### config.mk
export PLATFORM = sky130hd
export DESIGN_NAME = dtc_timer_ctrl
export DESIGN_NICKNAME = d
export VERILOG_FILES = /design/src/dtc_pkg.sv /design/src/dtc_timer_ctrl.sv
export SDC_FILE = /design/constraint.sdc
export NUM_CORES = 1
export LEC_CHECK = 0
export ABC_AREA = 1
export ABC_CLOCK_PERIOD_IN_PS = 1450
export BUFFER_PORTS_ARGS = -buffer_cell sky130_fd_sc_hd__buf_2
export CELL_PAD_IN_SITES_DETAIL_PLACEMENT = 2
export CELL_PAD_IN_SITES_GLOBAL_PLACEMENT = 2
export CORE_AREA = 4 4 94 96
export DETAILED_ROUTE_END_ITERATION = 8
export DIE_AREA = 0 0 98 100
export PLACE_DENSITY = 0.87
export SYNTH_ARGS = -nofsm -noshare
export SYNTH_HDL_FRONTEND = slang
export SYNTH_SLANG_ARGS = --single-unit
### constraint.sdc
create_clock -name clock -period 1.45 [get_ports clock]
set_input_delay 0.2175 -clock clock [delete_from_list [all_inputs] [get_ports clock]]
set_output_delay 0.2175 -clock clock [all_outputs]
set_load 0.02 [all_outputs]
### src/dtc_pkg.sv
`default_nettype none
package dtc_pkg;

  // ----------------------------------------------------------------
  // Register addresses on the 8-bit register port
  // ----------------------------------------------------------------
  localparam logic [15:0] DTC_CTRL_ADDR = 16'hFFB6;
  localparam logic [15:0] DTC_STAT_ADDR = 16'hFFB7;

  // ----------------------------------------------------------------
  // Reset and read-back values
  // ----------------------------------------------------------------
  localparam logic [7:0] DTC_CTRL_RESET    = 8'h00;
  localparam logic [7:0] DTC_STAT_RESET    = 8'h00;
  localparam logic [7:0] DTC_CTRL_READBACK = 8'hFF;
  localparam logic [7:0] DTC_UNMAPPED_READ = 8'h00;
  localparam logic [7:0] DTC_COUNT_MAX     = 8'hFF;

  // ----------------------------------------------------------------
  // Clock select codes
  // ----------------------------------------------------------------
  localparam logic [2:0] DTC_CKS_CASCADE = 3'h0;
  localparam logic [2:0] DTC_CKS_STOP    = 3'h0;
  localparam logic [2:0] DTC_CKS_DIV32   = 3'h4;
  localparam logic [2:0] DTC_CKS_DIV16   = 3'h5;
  localparam logic [2:0] DTC_CKS_DIV4    = 3'h6;
  localparam logic [2:0] DTC_CKS_WDIV4   = 3'h7;

  // ----------------------------------------------------------------
  // Bit positions
  // ----------------------------------------------------------------
  localparam int DTC_HI_LEVEL_BIT   = 7;
  localparam int DTC_LO_LEVEL_BIT   = 3;
  localparam int DTC_HI_OVF_BIT     = 7;
  localparam int DTC_HI_MATCH_BIT   = 6;
  localparam int DTC_LO_OVF_BIT     = 3;
  localparam int DTC_LO_MATCH_BIT   = 2;

  // ----------------------------------------------------------------
  // Carriers
  // ----------------------------------------------------------------
  typedef struct packed {
    logic       hi_toggle_level;
    logic [2:0] hi_clock_select;
    logic       lo_toggle_level;
    logic [2:0] lo_clock_select;
  } dtc_ctrl_t;

  typedef struct packed {
    logic hi_overflow_flag;
    logic hi_match_flag;
    logic hi_overflow_irq_enable;
    logic hi_clear_on_match;
    logic lo_overflow_flag;
    logic lo_match_flag;
    logic lo_overflow_irq_enable;
    logic lo_clear_on_match;
  } dtc_stat_t;

  typedef struct packed {
    logic div32;
    logic div16;
    logic div4;
    logic wdiv4;
  } dtc_ticks_t;

endpackage
`default_nettype wire

### src/dtc_timer_ctrl.sv
// Contract
// - High clock select picks cascade (000), prohibited (001-011) or one of four prescaler ticks.
// - Low clock select picks stopped (000), prohibited (001-011) or one of four ticks.
// - Low toggle level bit drives the low toggle pin right after the write.
// - High overflow flag sets when the high counter rolls from FF to 00.
// - High overflow flag clears by reading one then writing zero; never set by software.
// - High match flag sets when high counter equals high compare (in cascade mode, when both halves equal their compares).
// - High match flag clears by reading one then writing zero; never set by software.
// - High overflow interrupt enable gates the high overflow request.
// - In cascade mode clear-on-match high clears the whole 16-bit counter on match.
// - In 8-bit mode clear-on-match high clears the high counter on match.
// - Low overflow flag sets when the low counter rolls from FF to 00.
// - Low overflow flag clears by reading one then writing zero; never set by software.
// - Low match flag sets when low counter equals low compare, in 8-bit mode only; never in cascade mode.
// - Low match flag clears by reading one then writing zero; never set by software.
// - Low overflow interrupt enable gates the low overflow request.
// - Clear-on-match low clears the low counter on match, else counting continues.
// - Flag positions accept only zero writes; writing one leaves the flag unchanged.
// - Reset zeroes every bit of the flag and clear control register.
// - In cascade mode the high overflow flag sets on 16-bit rollover FFFF to 0000.
// - Each match inverts that channel's toggle pin, starting from its programmed level; a control write in the same cycle loads the level instead.
// - Match is signalled on the counter tick that leaves the matching value.
`timescale 1ns/100ps
`default_nettype none
module dtc_timer_ctrl
  import dtc_pkg::*;
(
  // Clock and reset
  input  wire logic       clock,
  input  wire logic       rst_n,
  // Register port
  input  wire logic [15:0] reg_addr,
  input  wire logic        reg_wr_en,
  input  wire logic        reg_rd_en,
  input  wire logic [7:0]  reg_wdata,
  output logic      [7:0]  reg_rdata,
  // Prescaler ticks, one-cycle pulses on this clock
  input  wire dtc_ticks_t  prescale_tick,
  // Counter and compare values
  input  wire logic [7:0]  hi_counter,
  input  wire logic [7:0]  lo_counter,
  input  wire logic [7:0]  hi_compare,
  input  wire logic [7:0]  lo_compare,
  // Counter control
  output logic             cascade_mode,
  output logic             hi_count_tick,
  output logic             lo_count_tick,
  output logic             hi_clear_req,
  output logic             lo_clear_req,
  // Events and requests
  output logic             hi_match_pulse,
  output logic             lo_match_pulse,
  output logic             hi_overflow_pulse,
  output logic             lo_overflow_pulse,
  output logic             hi_overflow_irq,
  output logic             lo_overflow_irq,
  // Toggle pins
  output logic             hi_toggle_pin,
  output logic             lo_toggle_pin
);

  // ----------------------------------------------------------------
  // Register decode
  // ----------------------------------------------------------------
  dtc_ctrl_t  ctrl_r;
  logic [3:0] cfg_r;
  logic [3:0] flag_r;
  logic [3:0] seen_r;
  logic [3:0] set_ev;
  logic [7:0] rdata_r;
  dtc_stat_t  stat_view;
  dtc_stat_t  wr_view;
  logic       wr_ctrl;
  logic       wr_stat;
  logic       rd_stat;

  assign wr_ctrl = reg_wr_en && (reg_addr == DTC_CTRL_ADDR);
  assign wr_stat = reg_wr_en && (reg_addr == DTC_STAT_ADDR);
  assign rd_stat = reg_rd_en && (reg_addr == DTC_STAT_ADDR);
  assign wr_view = reg_wdata;

  // ----------------------------------------------------------------
  // Clock selection
  // ----------------------------------------------------------------
  // Prohibited codes give no tick so a bad setting simply halts the channel
  function automatic logic sel_tick(input logic [2:0] cks, input dtc_ticks_t t);
    logic r;
    r = 1'b0;
    case (cks)
      DTC_CKS_DIV32: r = t.div32;
      DTC_CKS_DIV16: r = t.div16;
      DTC_CKS_DIV4:  r = t.div4;
      DTC_CKS_WDIV4: r = t.wdiv4;
      default:       r = 1'b0;
    endcase
    return r;
  endfunction

  assign cascade_mode  = (ctrl_r.hi_clock_select == DTC_CKS_CASCADE);
  assign lo_count_tick = sel_tick(ctrl_r.lo_clock_select, prescale_tick);
  assign lo_overflow_pulse = lo_count_tick && (lo_counter == DTC_COUNT_MAX);
  // High half follows low overflow in cascade mode
  assign hi_count_tick = cascade_mode ? lo_overflow_pulse
                                      : sel_tick(ctrl_r.hi_clock_select, prescale_tick);
  assign hi_overflow_pulse = hi_count_tick && (hi_counter == DTC_COUNT_MAX);

  // ----------------------------------------------------------------
  // Compare match, signalled as the counter leaves the matching value
  // ----------------------------------------------------------------
  assign lo_match_pulse = !cascade_mode && lo_count_tick
                          && (lo_counter == lo_compare);
  assign hi_match_pulse = cascade_mode
                          ? (lo_count_tick && ({hi_counter, lo_counter} == {hi_compare, lo_compare}))
                          : (hi_count_tick && (hi_counter == hi_compare));

  // Clear has priority over the tick at the counters
  assign hi_clear_req = hi_match_pulse && cfg_r[2];
  assign lo_clear_req = cascade_mode ? hi_clear_req
                                     : (lo_match_pulse && cfg_r[0]);

  // ----------------------------------------------------------------
  // Clock and level control register
  // ----------------------------------------------------------------
  always_ff @(posedge clock or negedge rst_n)
  begin
    if (!rst_n)
      ctrl_r <= DTC_CTRL_RESET;
    else if (wr_ctrl)
      ctrl_r <= reg_wdata;
  end

  // ----------------------------------------------------------------
  // Toggle pins
  // ----------------------------------------------------------------
  // A level write beats a match in the same cycle
  always_ff @(posedge clock or negedge rst_n)
  begin
    if (!rst_n)
    begin
      hi_toggle_pin <= 1'b0;
      lo_toggle_pin <= 1'b0;
    end
    else if (wr_ctrl)
    begin
      hi_toggle_pin <= reg_wdata[DTC_HI_LEVEL_BIT];
      lo_toggle_pin <= reg_wdata[DTC_LO_LEVEL_BIT];
    end
    else
    begin
      if (hi_match_pulse)
        hi_toggle_pin <= !hi_toggle_pin;
      if (lo_match_pulse)
        lo_toggle_pin <= !lo_toggle_pin;
    end
  end

  // ----------------------------------------------------------------
  // Enables and clear-on-match bits
  // ----------------------------------------------------------------
  always_ff @(posedge clock or negedge rst_n)
  begin
    if (!rst_n)
      cfg_r <= 4'h0;
    else if (wr_stat)
      cfg_r <= {wr_view.hi_overflow_irq_enable, wr_view.hi_clear_on_match,
                wr_view.lo_overflow_irq_enable, wr_view.lo_clear_on_match};
  end

  // ----------------------------------------------------------------
  // Status flags: 0 hi overflow, 1 hi match, 2 lo overflow, 3 lo match
  // ----------------------------------------------------------------
  assign set_ev = {lo_match_pulse, lo_overflow_pulse, hi_match_pulse, hi_overflow_pulse};

  generate
    for (genvar g = 0; g < 4; g++)
    begin : g_flag
      localparam int POS = (g < 2) ? (DTC_HI_OVF_BIT - g) : (DTC_LO_OVF_BIT + 2 - g);

      always_ff @(posedge clock or negedge rst_n)
      begin
        if (!rst_n)
          flag_r[g] <= 1'b0;
        else if (set_ev[g])
          flag_r[g] <= 1'b1;
        else if (wr_stat && !reg_wdata[POS] && seen_r[g])
          flag_r[g] <= 1'b0;
      end

      // Any write to the register consumes the read observation
      always_ff @(posedge clock or negedge rst_n)
      begin
        if (!rst_n)
          seen_r[g] <= 1'b0;
        else if (wr_stat)
          seen_r[g] <= 1'b0;
        else if (rd_stat && flag_r[g])
          seen_r[g] <= 1'b1;
      end
    end
  endgenerate

  assign stat_view = '{hi_overflow_flag:       flag_r[0],
                       hi_match_flag:          flag_r[1],
                       hi_overflow_irq_enable: cfg_r[3],
                       hi_clear_on_match:      cfg_r[2],
                       lo_overflow_flag:       flag_r[2],
                       lo_match_flag:          flag_r[3],
                       lo_overflow_irq_enable: cfg_r[1],
                       lo_clear_on_match:      cfg_r[0]};

  // ----------------------------------------------------------------
  // Read data, held until the next read
  // ----------------------------------------------------------------
  // Control register is write-only and reads back a fixed value
  always_ff @(posedge clock or negedge rst_n)
  begin
    if (!rst_n)
      rdata_r <= DTC_STAT_RESET;
    else if (reg_rd_en)
    begin
      if (reg_addr == DTC_CTRL_ADDR)
        rdata_r <= DTC_CTRL_READBACK;
      else if (reg_addr == DTC_STAT_ADDR)
        rdata_r <= stat_view;
      else
        rdata_r <= DTC_UNMAPPED_READ;
    end
  end
  assign reg_rdata = rdata_r;

  // ----------------------------------------------------------------
  // Overflow requests
  // ----------------------------------------------------------------
  assign hi_overflow_irq = flag_r[0] && cfg_r[3];
  assign lo_overflow_irq = flag_r[2] && cfg_r[1];
endmodule
`default_nettype wire

### Word level (Yosys, flattened, before mapping)

Cells that the tools add are included.

| storage, ports and cells | value |
|---|---|
| bits in registers | 28 |
| bits of input ports | 64 |
| output and inout port bits | 21 |

| operators by class | value |
|---|---|
| equal/unequal tests | 15 |
| mux-type cells | 27 |
| reductions and logical operators | 43 |

Operators by type and width:

| kind | number |
|---|---|
| equality test 16 bit (second input constant) | 2 |
| logical AND 1 bit | 25 |
| equality test 3 bit (second input constant) | 8 |
| two-way mux 1 bit | 23 |
| nonzero test 2 bit | 10 |
| equality test 16 bit | 1 |
| equality test 8 bit | 2 |
| equality test 8 bit (second input constant) | 2 |
| two-way mux 8 bit | 2 |
| case mux 1 bit (4 select lines) | 2 |
| zero test 1 bit | 7 |
| zero test 3 bit | 1 |

### Longest topological paths before layout

Gate-level depths: netlist of the first run.

| depth | value |
|---|---|
| depth in word-level cells | 8 |
| gate-level depth with buffers | 10 |
| gate-level depth less buffers | 10 |

### Least setup slack after synthesis of the first run

No wires, ideal clock.

| timing path | value |
|---|---|
| path type | flip-flop to output port |
| from | register ctrl_r[0] (netlist bit) |
| to | output hi_clear_req |
| data arrival time | 1,593 ps |
| required time | 1,233 ps |
| path slack | -361 ps |
| cell stages (with the launch flop) | 9 |
| buffers on the path | 0 |
| cell sequence | dfrtp_1 inv_1 nand2_1 nand3b_1 a21boi_2 nand4_1 nand2_1 inv_2 nor2_1 |

| on the way | value |
|---|---|
| cells in the longest elaborated chain, start to end | 7 |

RTL lines:

| item | line | text |
|---|---|---|
| start: declaration | dtc_timer_ctrl.sv:65 | `dtc_ctrl_t ctrl_r;` |
| start signal: assignment | dtc_timer_ctrl.sv:129 | `ctrl_r <= reg_wdata;` |
| equality test 3 bit | dtc_timer_ctrl.sv:89 | `case (cks)` |
| case mux 1 bit (4 select lines) * | dtc_timer_ctrl.sv:89 |  |
| named net lo_count_tick | dtc_timer_ctrl.sv:47 | `output logic lo_count_tick,` |
| logical AND 1 bit | dtc_timer_ctrl.sv:101 | `assign lo_overflow_pulse = lo_count_tick && (lo_counter == DTC_COUNT_MAX);` |
| two-way mux 1 bit | dtc_timer_ctrl.sv:103 | `assign hi_count_tick = cascade_mode ? lo_overflow_pulse` |
| logical AND 1 bit | dtc_timer_ctrl.sv:114 | `: (hi_count_tick && (hi_counter == hi_compare));` |
| two-way mux 1 bit * | dtc_timer_ctrl.sv:113 | `? (lo_count_tick && ({hi_counter, lo_counter} == {hi_compare, lo_compare}))` |
| named net hi_match_pulse | dtc_timer_ctrl.sv:51 | `output logic hi_match_pulse,` |
| logical AND 1 bit * | dtc_timer_ctrl.sv:117 | `assign hi_clear_req = hi_match_pulse && cfg_r[2];` |
| end: declaration | dtc_timer_ctrl.sv:48 | `output logic hi_clear_req,` |

The timed path passes the listed nets; every way through them passes the cells marked *.

### Worst setup path in the final report of the first run

| timing path | value |
|---|---|
| from | register ctrl_r[0] (netlist bit) |
| to | output lo_clear_req |

| on the way | value |
|---|---|
| cells in the longest elaborated chain, start to end | 8 |

RTL lines:

| item | line | text |
|---|---|---|
| equality test 3 bit | dtc_timer_ctrl.sv:89 |  |
| case mux 1 bit (4 select lines) * | dtc_timer_ctrl.sv:89 |  |
| logical AND 1 bit | dtc_timer_ctrl.sv:101 |  |
| two-way mux 1 bit | dtc_timer_ctrl.sv:103 |  |
| logical AND 1 bit | dtc_timer_ctrl.sv:114 |  |
| two-way mux 1 bit | dtc_timer_ctrl.sv:113 |  |
| logical AND 1 bit | dtc_timer_ctrl.sv:117 |  |
| two-way mux 1 bit * | dtc_timer_ctrl.sv:118 | `assign lo_clear_req = cascade_mode ? hi_clear_req` |
| end: declaration | dtc_timer_ctrl.sv:49 | `output logic lo_clear_req,` |

Every way passes the cells marked *; elsewhere a longest branch is shown, timed or not.

==> results.md, run 1 <==
* Vias in the first global route at 2581
* PD cells at 596 nW/um^2
* RSZ-0062 raised after global routing: yes
* Initial drt markers at 26
* Failing checks: setup timing
* Worst-path clk slew at 100 ps
* Post-synthesis sequential area ratio at 0.387
* Critical path startpoint category: flop
* Multi-input logic area at 973 sq um
* Synth top area cells: dfrtp_1 (39%), nand2_1 (20%), inv_1 (10%)
* Endpoint, Worst Hold: flag_r[3]$_DFFE_PN0P_
* Met2 Track Usage GR at 0.304
* Yosys cell types at 27
* # setup viols final at 12
* Layout cells sized above 1 at 0.404
* Worst r2r path cells at 13
* Synth top area share at 0.387
* Number of levels in the clock H-tree at 1
* Drt wl/cell at ~15 microns
* Crit share post-route at 1.33
* Total Wirelength at 7200 microns
* Critical-path cell list: inv_2 > nand2_1 > nand3b_1 > a21boi_4 > nand4_1 > nand2_2 > nand3_2 > nand2_2 > buf_6
* Port bufs at 84
* CTS Buffer Depth at 2
* Synth Register Bits at 28
* DIE HEIGHT at 100 microns
* Syn avg cell area at 6.76 sq um
* Gate Count Post-Synth at 268
* Finished Layout Cells at around 490
* Initial core utilization at 0.225
* Worst ir drop on vdd at 0.000330 V
* Placed cell area at 2540 sq um
* Die ar. at 9800 sq um
* Worst-Skew Late Latency at 290 ps
* Status: complete, but fails checks
* Slew HR at 0.573
* # fillers at around 1000
* Top_reg_cell synth: dfrtp_1
* GR Util All Layers at 0.150
* Buf/Inv on CP at 2
* Drt drc at 0
* Min-delay worst type: input pin to flop
* Critical Path Fanout Max at 4
* Largest net degree at the start of global routing at 29
* WP data arrival at 1710 ps
* Layout Nets at approximately 450
* Site Rows at 33
* Die Wd at 98 microns
* Vias per cell at 4.48
* Critical Path Max Stage Delay at 430 ps
* Slew Limit Fails at 0
* Syn nets at 332
* Max Cap Viol at 0
* GPL Wtd Cong at 0.800
* CTS tree: yes
* Fmax at 520 MHz
* Initial antenna violation count at 0
* Worst Tran Pin Value at 641 ps
* Total clock sinks at 28
* Hold Path Cell Cnt at 3
* Global route overflow at 0
* 1st-pass router iterations at 4
* Reg2Reg Launch Point: ctrl_r[0]$_DFFE_PN0P_
* Layer with the highest usage: met2
* I/O pins at 85
* Final ANT Viol Nets at 0
* Wire length of the first global-routing pass at 11900 microns
* Met3 Usage GRT at 0.0181
* Tmin final at 1920 ps
* Post-Syn Area at 1810 sq um
* Met1 layer usage reported by global route at 0.162
* Max stage delay cell, worst path: dfrtp_1
* Cell type with the highest aggregate area in the netlist: dfrtp_1
* Most frequent cells after synthesis: nand2_1 (97), inv_1 (48), dfrtp_1 (28)
* Crit path top cell by count: nand2_2
* Worst Hold Launch: reg_wdata[2]
* Final worst slack at -475 ps
* YS warnings at 0
* R2R setup slack at -270 ps
* CTS buffer count at 3
* Most frequent cell after synthesis: nand2_1
* Crit end category: primary output
* Clock Tree Root: clkbuf_8
* Number of cells after detailed placement at roughly 480
* HPWL Detailed at 5990 microns
* Data required, critical path at 1230 ps
* Vias at roughly 2200
* Synth async-reset ratio at 1.00
* Final instance area at 2800 sq um
* Skew final at about 5.7 ps
* Post-synth EDFFs at 0
* Flip-flop and latch area at ~700 sq um
* Top delay family on crit path: simple AND/OR/NAND/NOR gates
* Leakage at 1.71 nW
* Crit path kind: flop to primary output
* FF-to-FF End: hi_toggle_pin$_DFFE_PN0P_
* Setup TNS at -3580 ps
* Final hold viol count at 0
* Area of the core at 8050 sq um
* Synthesis-to-layout area growth at 54.7%
* Ant diodes at 0
where the power goes:
| part | switching, mW | total (mW) | internal, mW | leakage (nW) |
|---|---|---|---|---|
| Combinational | 0.140 | 0.255 | 0.115 | 1.32 |
| Sequential | 0.000164 | 0.781 | 0.780 | 0.355 |
| Clock | 0.264 | 0.634 | 0.370 | 0.0357 |
| Total | 0.404 | 1.67 | 1.27 | 1.71 |
worst min-delay path, stage by stage:
cell and delay (ps):
buf_2 100, o31ai_1 70, nand2_1 50
metal layers:
metal | routed length, microns | part of all wire
met5 | 0 | 0
met4 | 144 | 0.020
met3 | 246 | 0.034
met2 | 3980 | 0.55
met1 | 2830 | 0.39
placed cells by master (no fill, tap or decap), types with 3 or more instances in the layout:
cell,n
a21oi_1,6
buf_2,76
buf_4,23
buf_6,14
clkbuf_8,3
dfrtp_1,28
inv_1,43
inv_2,11
nand2_1,89
nand2_2,7
nand3_1,15
nand3_2,6
nand4_1,7
nor2_1,18
o211ai_1,3
o21ai_1,5
o31ai_1,4
xor2_1,4
state kept, by name, summed over array words and instances (netlist names):
signal         count
seen_r             4
ctrl_r             6
reg_rdata          8
cfg_r              4
hi_toggle_pin      1
lo_toggle_pin      1
flag_r             4
cell type report:
cell class	count	share of cell area
tap	105	0.0469
inverter	54	0.0724
timing repair buffer	114	0.257
sequential	28	0.250
clock inverter	1	0.0107
clock buffer	3	0.0147
multi-input combinational	184	0.348
logic make-up after synthesis:
family,Yosys count,synth area share
flip-flops,28,0.387
AND/OR/NAND/NOR,160,0.405
buffers and inverters,56,0.120
AO/OA/AOI/OAI,20,0.0684
XOR/XNOR,4,0.0193
worst max path at each step:
stage                   endpoint             startpoint  depth (start not counted)  slack (ps)
floorplan           lo_clear_req  ctrl_r[0]$_DFFE_PN0P_                          8        -150
global placement    lo_clear_req          lo_compare[5]                         11        -190
detailed placement  lo_clear_req          hi_compare[2]                         12        -310
CTS                 lo_clear_req  ctrl_r[0]$_DFFE_PN0P_                          9        -500
global route        lo_clear_req  ctrl_r[0]$_DFFE_PN0P_                          9        -590
finish              lo_clear_req  ctrl_r[0]$_DFFE_PN0P_                          9        -470
stage by stage:
step,worst slack [ps],utilization,power [mW],hold WS (ps)
floorplan,-152,-,0.884,-78.1
global placement,-193,0.316,1.03,271
detailed placement,-306,0.316,1.05,282
CTS,-498,0.341,1.68,188
global route,-591,0.348,1.76,184
finish,-475,0.348,1.67,191
repair_timing:
item	in CTS	in global routing
gates resized for setup	28	6
endpoints found under the setup margin	13	14
endpoints found under the hold margin	28	0
hold buffers	1	0
pin swaps	9	4
setup buffers	5	4
(Power assumes the default switching activity.)
==> inputs of run 2 (changes only) <==
--- a/config.mk
+++ b/config.mk
@@ -11,7 +11,7 @@
 export CELL_PAD_IN_SITES_DETAIL_PLACEMENT = 2
 export CELL_PAD_IN_SITES_GLOBAL_PLACEMENT = 2
-export CORE_AREA = 4 4 94 96
+export CORE_AREA = 2 2 92 94
 export DETAILED_ROUTE_END_ITERATION = 8
-export DIE_AREA = 0 0 98 100
+export DIE_AREA = 0 0 94 96
 export PLACE_DENSITY = 0.87
 export SYNTH_ARGS = -nofsm -noshare
==> constraint.sdc (replaced) <==
create_clock -name clock -period 1.45 [get_ports clock]
set_input_delay 0.2175 -clock clock [delete_from_list [all_inputs] [get_ports clock]]
set_output_delay 0.2175 -clock clock [all_outputs]
set_load 0.01 [all_outputs]
==> run 2 against run 1 <==
- the run still ends with setup timing left
- highest routed layer unchanged
- via count up 3.8%
- worst hold slack better by 1.4 ps
- non-clock buffer count is 11 higher
- critical path type unchanged
- largest power group unchanged
- global-route usage up 2.5 points
==> results.md, run 2 (synthesis gave the netlist of run 1 again) <==
* Vias per cell at 4.54 (+1.5%)
* Total Wirelength at 8000 microns (+11%)
* Area of the core at 8050 sq um (unchanged)
* Number of cells after detailed placement at 481 (+1.1%)
* Worst ir drop on vdd at 0.000371 V (+12%)
* Net Sw Frac at 0.242 (+0.000416)
* Clock Tree Root: clkbuf_8
* Critical path startpoint category: flop
* Fmax at 516 MHz (-0.76%)
* HPWL Detailed at 5560 microns (-7.1%)
* Max reg flops at 8 (unchanged)
* CTS Buffer Depth at 2 (unchanged)
* Critical Path Fanout Max at 4 (unchanged)
* Sequential Power Share at 0.465 (-0.003)
* GR Util All Layers at 0.175 (+0.0248)
* Drt wl/cell at 16.0 microns (+8.7%)
* CTS tree: yes
* Status: complete, but fails checks
* Crit end category: primary output
* Die Wd at 94 microns (-4.1%)
* Placed cell area at 2560 sq um (+0.59%)
* Most common cell after layout, fill and taps aside: nand2_1
* Layout cells sized above 1 at 0.438 (+0.0343)
* Ant diodes at 0 (unchanged)
* Layout Nets at 460 (+2.4%)
* Critical Path Max Stage Delay at 450 ps (+20 ps)
* # fillers at 993 (-1.2%)
* Die ar. at 9020 sq um (-7.9%)
* RSZ-0062 raised after global routing: yes
* Initial antenna violation count at 0 (unchanged)
* Data required, critical path at 1230 ps (about the same)
* Final instance area at 2920 sq um (+4.2%)
* # setup viols final at 14 (+2)
* PD cells at 575 nW/um^2 (-3.5%)
* Site Rows at 33 (unchanged)
* Power, Total at 1.68 mW (+0.55%)
* Worst-path clk slew at 110 ps (about the same)
* Port bufs at 84 (unchanged)
* Setup TNS at -3680 ps (-109 ps)
* Vias in the first global route at 2538 (-1.7%)
* Final Hold Slack at 192 ps (+1.38 ps)
* Tmin final at 1940 ps (+14.8 ps)
* Initial core utilization at 0.225 (unchanged)
* Buf/Inv on CP at 2 (unchanged)
* Min-delay worst type: input pin to flop
* Leakage at 1.78 nW (+4.0%)
* Top delay family on crit path: simple AND/OR/NAND/NOR gates
* Slew Limit Fails at 0 (unchanged)
* DIE HEIGHT at 96 microns (-4.0%)
* Total clock sinks at 28 (unchanged)
* Largest net degree at the start of global routing at 29 (unchanged)
* Number of levels in the clock H-tree at 1 (unchanged)
* Finished Layout Cells at 500 (+2.2%)
* Multi-input logic area at 975 sq um (+0.13%)
* Max stage delay cell, worst path: dfrtp_2
* Wire length of the first global-routing pass at 12300 microns (+3.2%)
* Final hold viol count at 0 (unchanged)
* Net switching power at 407 uW (+0.73%)
* Crit share post-route at 1.34 (+0.0102)
* CTS buffer count at 3 (unchanged)
* Drt drc at 0 (unchanged)
* Flip-flop and latch area at 703 sq um (+0.36%)
* Worst Tran Pin Value at 667 ps (+26.7 ps)
* Crit path kind: flop to primary output
* Commonest non-fill, non-tap cells in the layout: nand2_1 (84), buf_2 (75), inv_1 (42)
* Slew HR at 0.555 (-0.0178)
* GPL Wtd Cong at 0.763 (-4.6%)
* Clock share of power at 0.376 (-0.004)
* Initial drt markers at 64 (+150%)
* Internal cell power at 1.27 mW (+0.50%)
* Final ANT Viol Nets at 0 (unchanged)
* Max Cap Viol at 0 (unchanged)
* 1st-pass router iterations at 4 (unchanged)
* WP data arrival at 1720 ps (about the same)
* Worst-Skew Late Latency at 280 ps (about the same)
* Global route overflow at 0 (unchanged)
* Synthesis-to-layout area growth at 61.2%
* I/O pins at 85 (unchanged)
* Failing checks: setup timing
* Crit path top cell by count: nand2_2
* Comb power frac at 0.159 (+0.006)
* Final worst slack at -489 ps (-14.8 ps)
* Skew final at 12.9 ps (+7.16 ps)
* Vias at 2272 (+3.8%)
* Critical-path cell list: inv_2 > nand2_2 > nand3_2 > nand2_2 > o211ai_1 > nand2_2 > nand3_2 > nand2_2 > buf_6
-- run 2: cell types whose count changed in the layout (fill, tap and decap cells not counted), moves of 2 or more --
cell     delta
buf_4       +4
buf_6       +8
dfrtp_1     -2
dfrtp_2     +2
nand2_1     -5
nand2_2     +5
-- run 2: path summary, 6_finish.rpt --
check / depth (start not counted) / end / slack, ps / startpoint
setup / recovery: 9 / lo_clear_req / -490 / ctrl_r[4]$_DFFE_PN0P_
hold / removal: 3 / flag_r[0]$_DFFE_PN0P_ / 190 / reg_wdata[7]
setup reg to reg: 11 / lo_toggle_pin$_DFFE_PN0P_ / -200 / ctrl_r[0]$_DFFE_PN0P_
hold reg to reg: 2 / reg_rdata[2]$_DFFE_PN0P_ / 500 / reg_rdata[2]$_DFFE_PN0P_
max in group asynchronous: 2 / ctrl_r[5]$_DFFE_PN0P_ / 470 / rst_n
min in group asynchronous: 2 / reg_rdata[6]$_DFFE_PN0P_ / 500 / rst_n
-- run 2: worst reg2reg max path: stages, from the launching register on --
cell      delay [ps]
dfrtp_1          420
inv_2             50
nand2_1           50
nand3b_1         110
a21boi_2         200
nand3_1          160
buf_4            190
buf_6            110
buf_6            120
nand2_2           60
nand2_1           60
o21ai_1           70
-- run 2: power groups by stage --
stage	Combinational [mW]	Sequential, mW	Clock (mW)
after floorplan	0.0873	0.796	0
after global placement	0.240	0.796	0
after detailed placement	0.254	0.796	0
after CTS	0.261	0.781	0.645
after global routing	0.301	0.781	0.674
final	0.267	0.781	0.631
-- run 2: timing repair --
action	CTS	global route
setup endpoints to repair	11	15
cloned	0	0
pin swaps	6	12
endpoints found under the hold margin	28	0
gates resized for setup	31	20
hold buffers	1	0
setup buffers	15	9
-- run 2: final cells by class --
class	instances	share of cell area
Clock buffer	3	0.0141
Clock inverter	1	0.0103
Inverter	54	0.0694
Multi-Input combinational cell	184	0.334
Sequential cell	28	0.241
Tap cell	105	0.0450
Timing Repair Buffer	125	0.286
-- run 2: per-layer routing --
metal,vias to the layer above,GRT usage,routed length [microns]
met1,1101,0.200,3140
li1,1089,-,-
met5,-,0,0
met2,68,0.340,4340
met4,0,0.0471,192
met3,14,0.0243,328
-- run 2: per-stage QoR --
| step | worst slack [ps] | util |
|---|---|---|
| after CTS | -440 | 0.352 |
| final | -489 | 0.363 |
| after floorplan | -28.7 | - |
| after global routing | -579 | 0.363 |
| after detailed placement | -214 | 0.318 |
| after global placement | -162 | 0.318 |
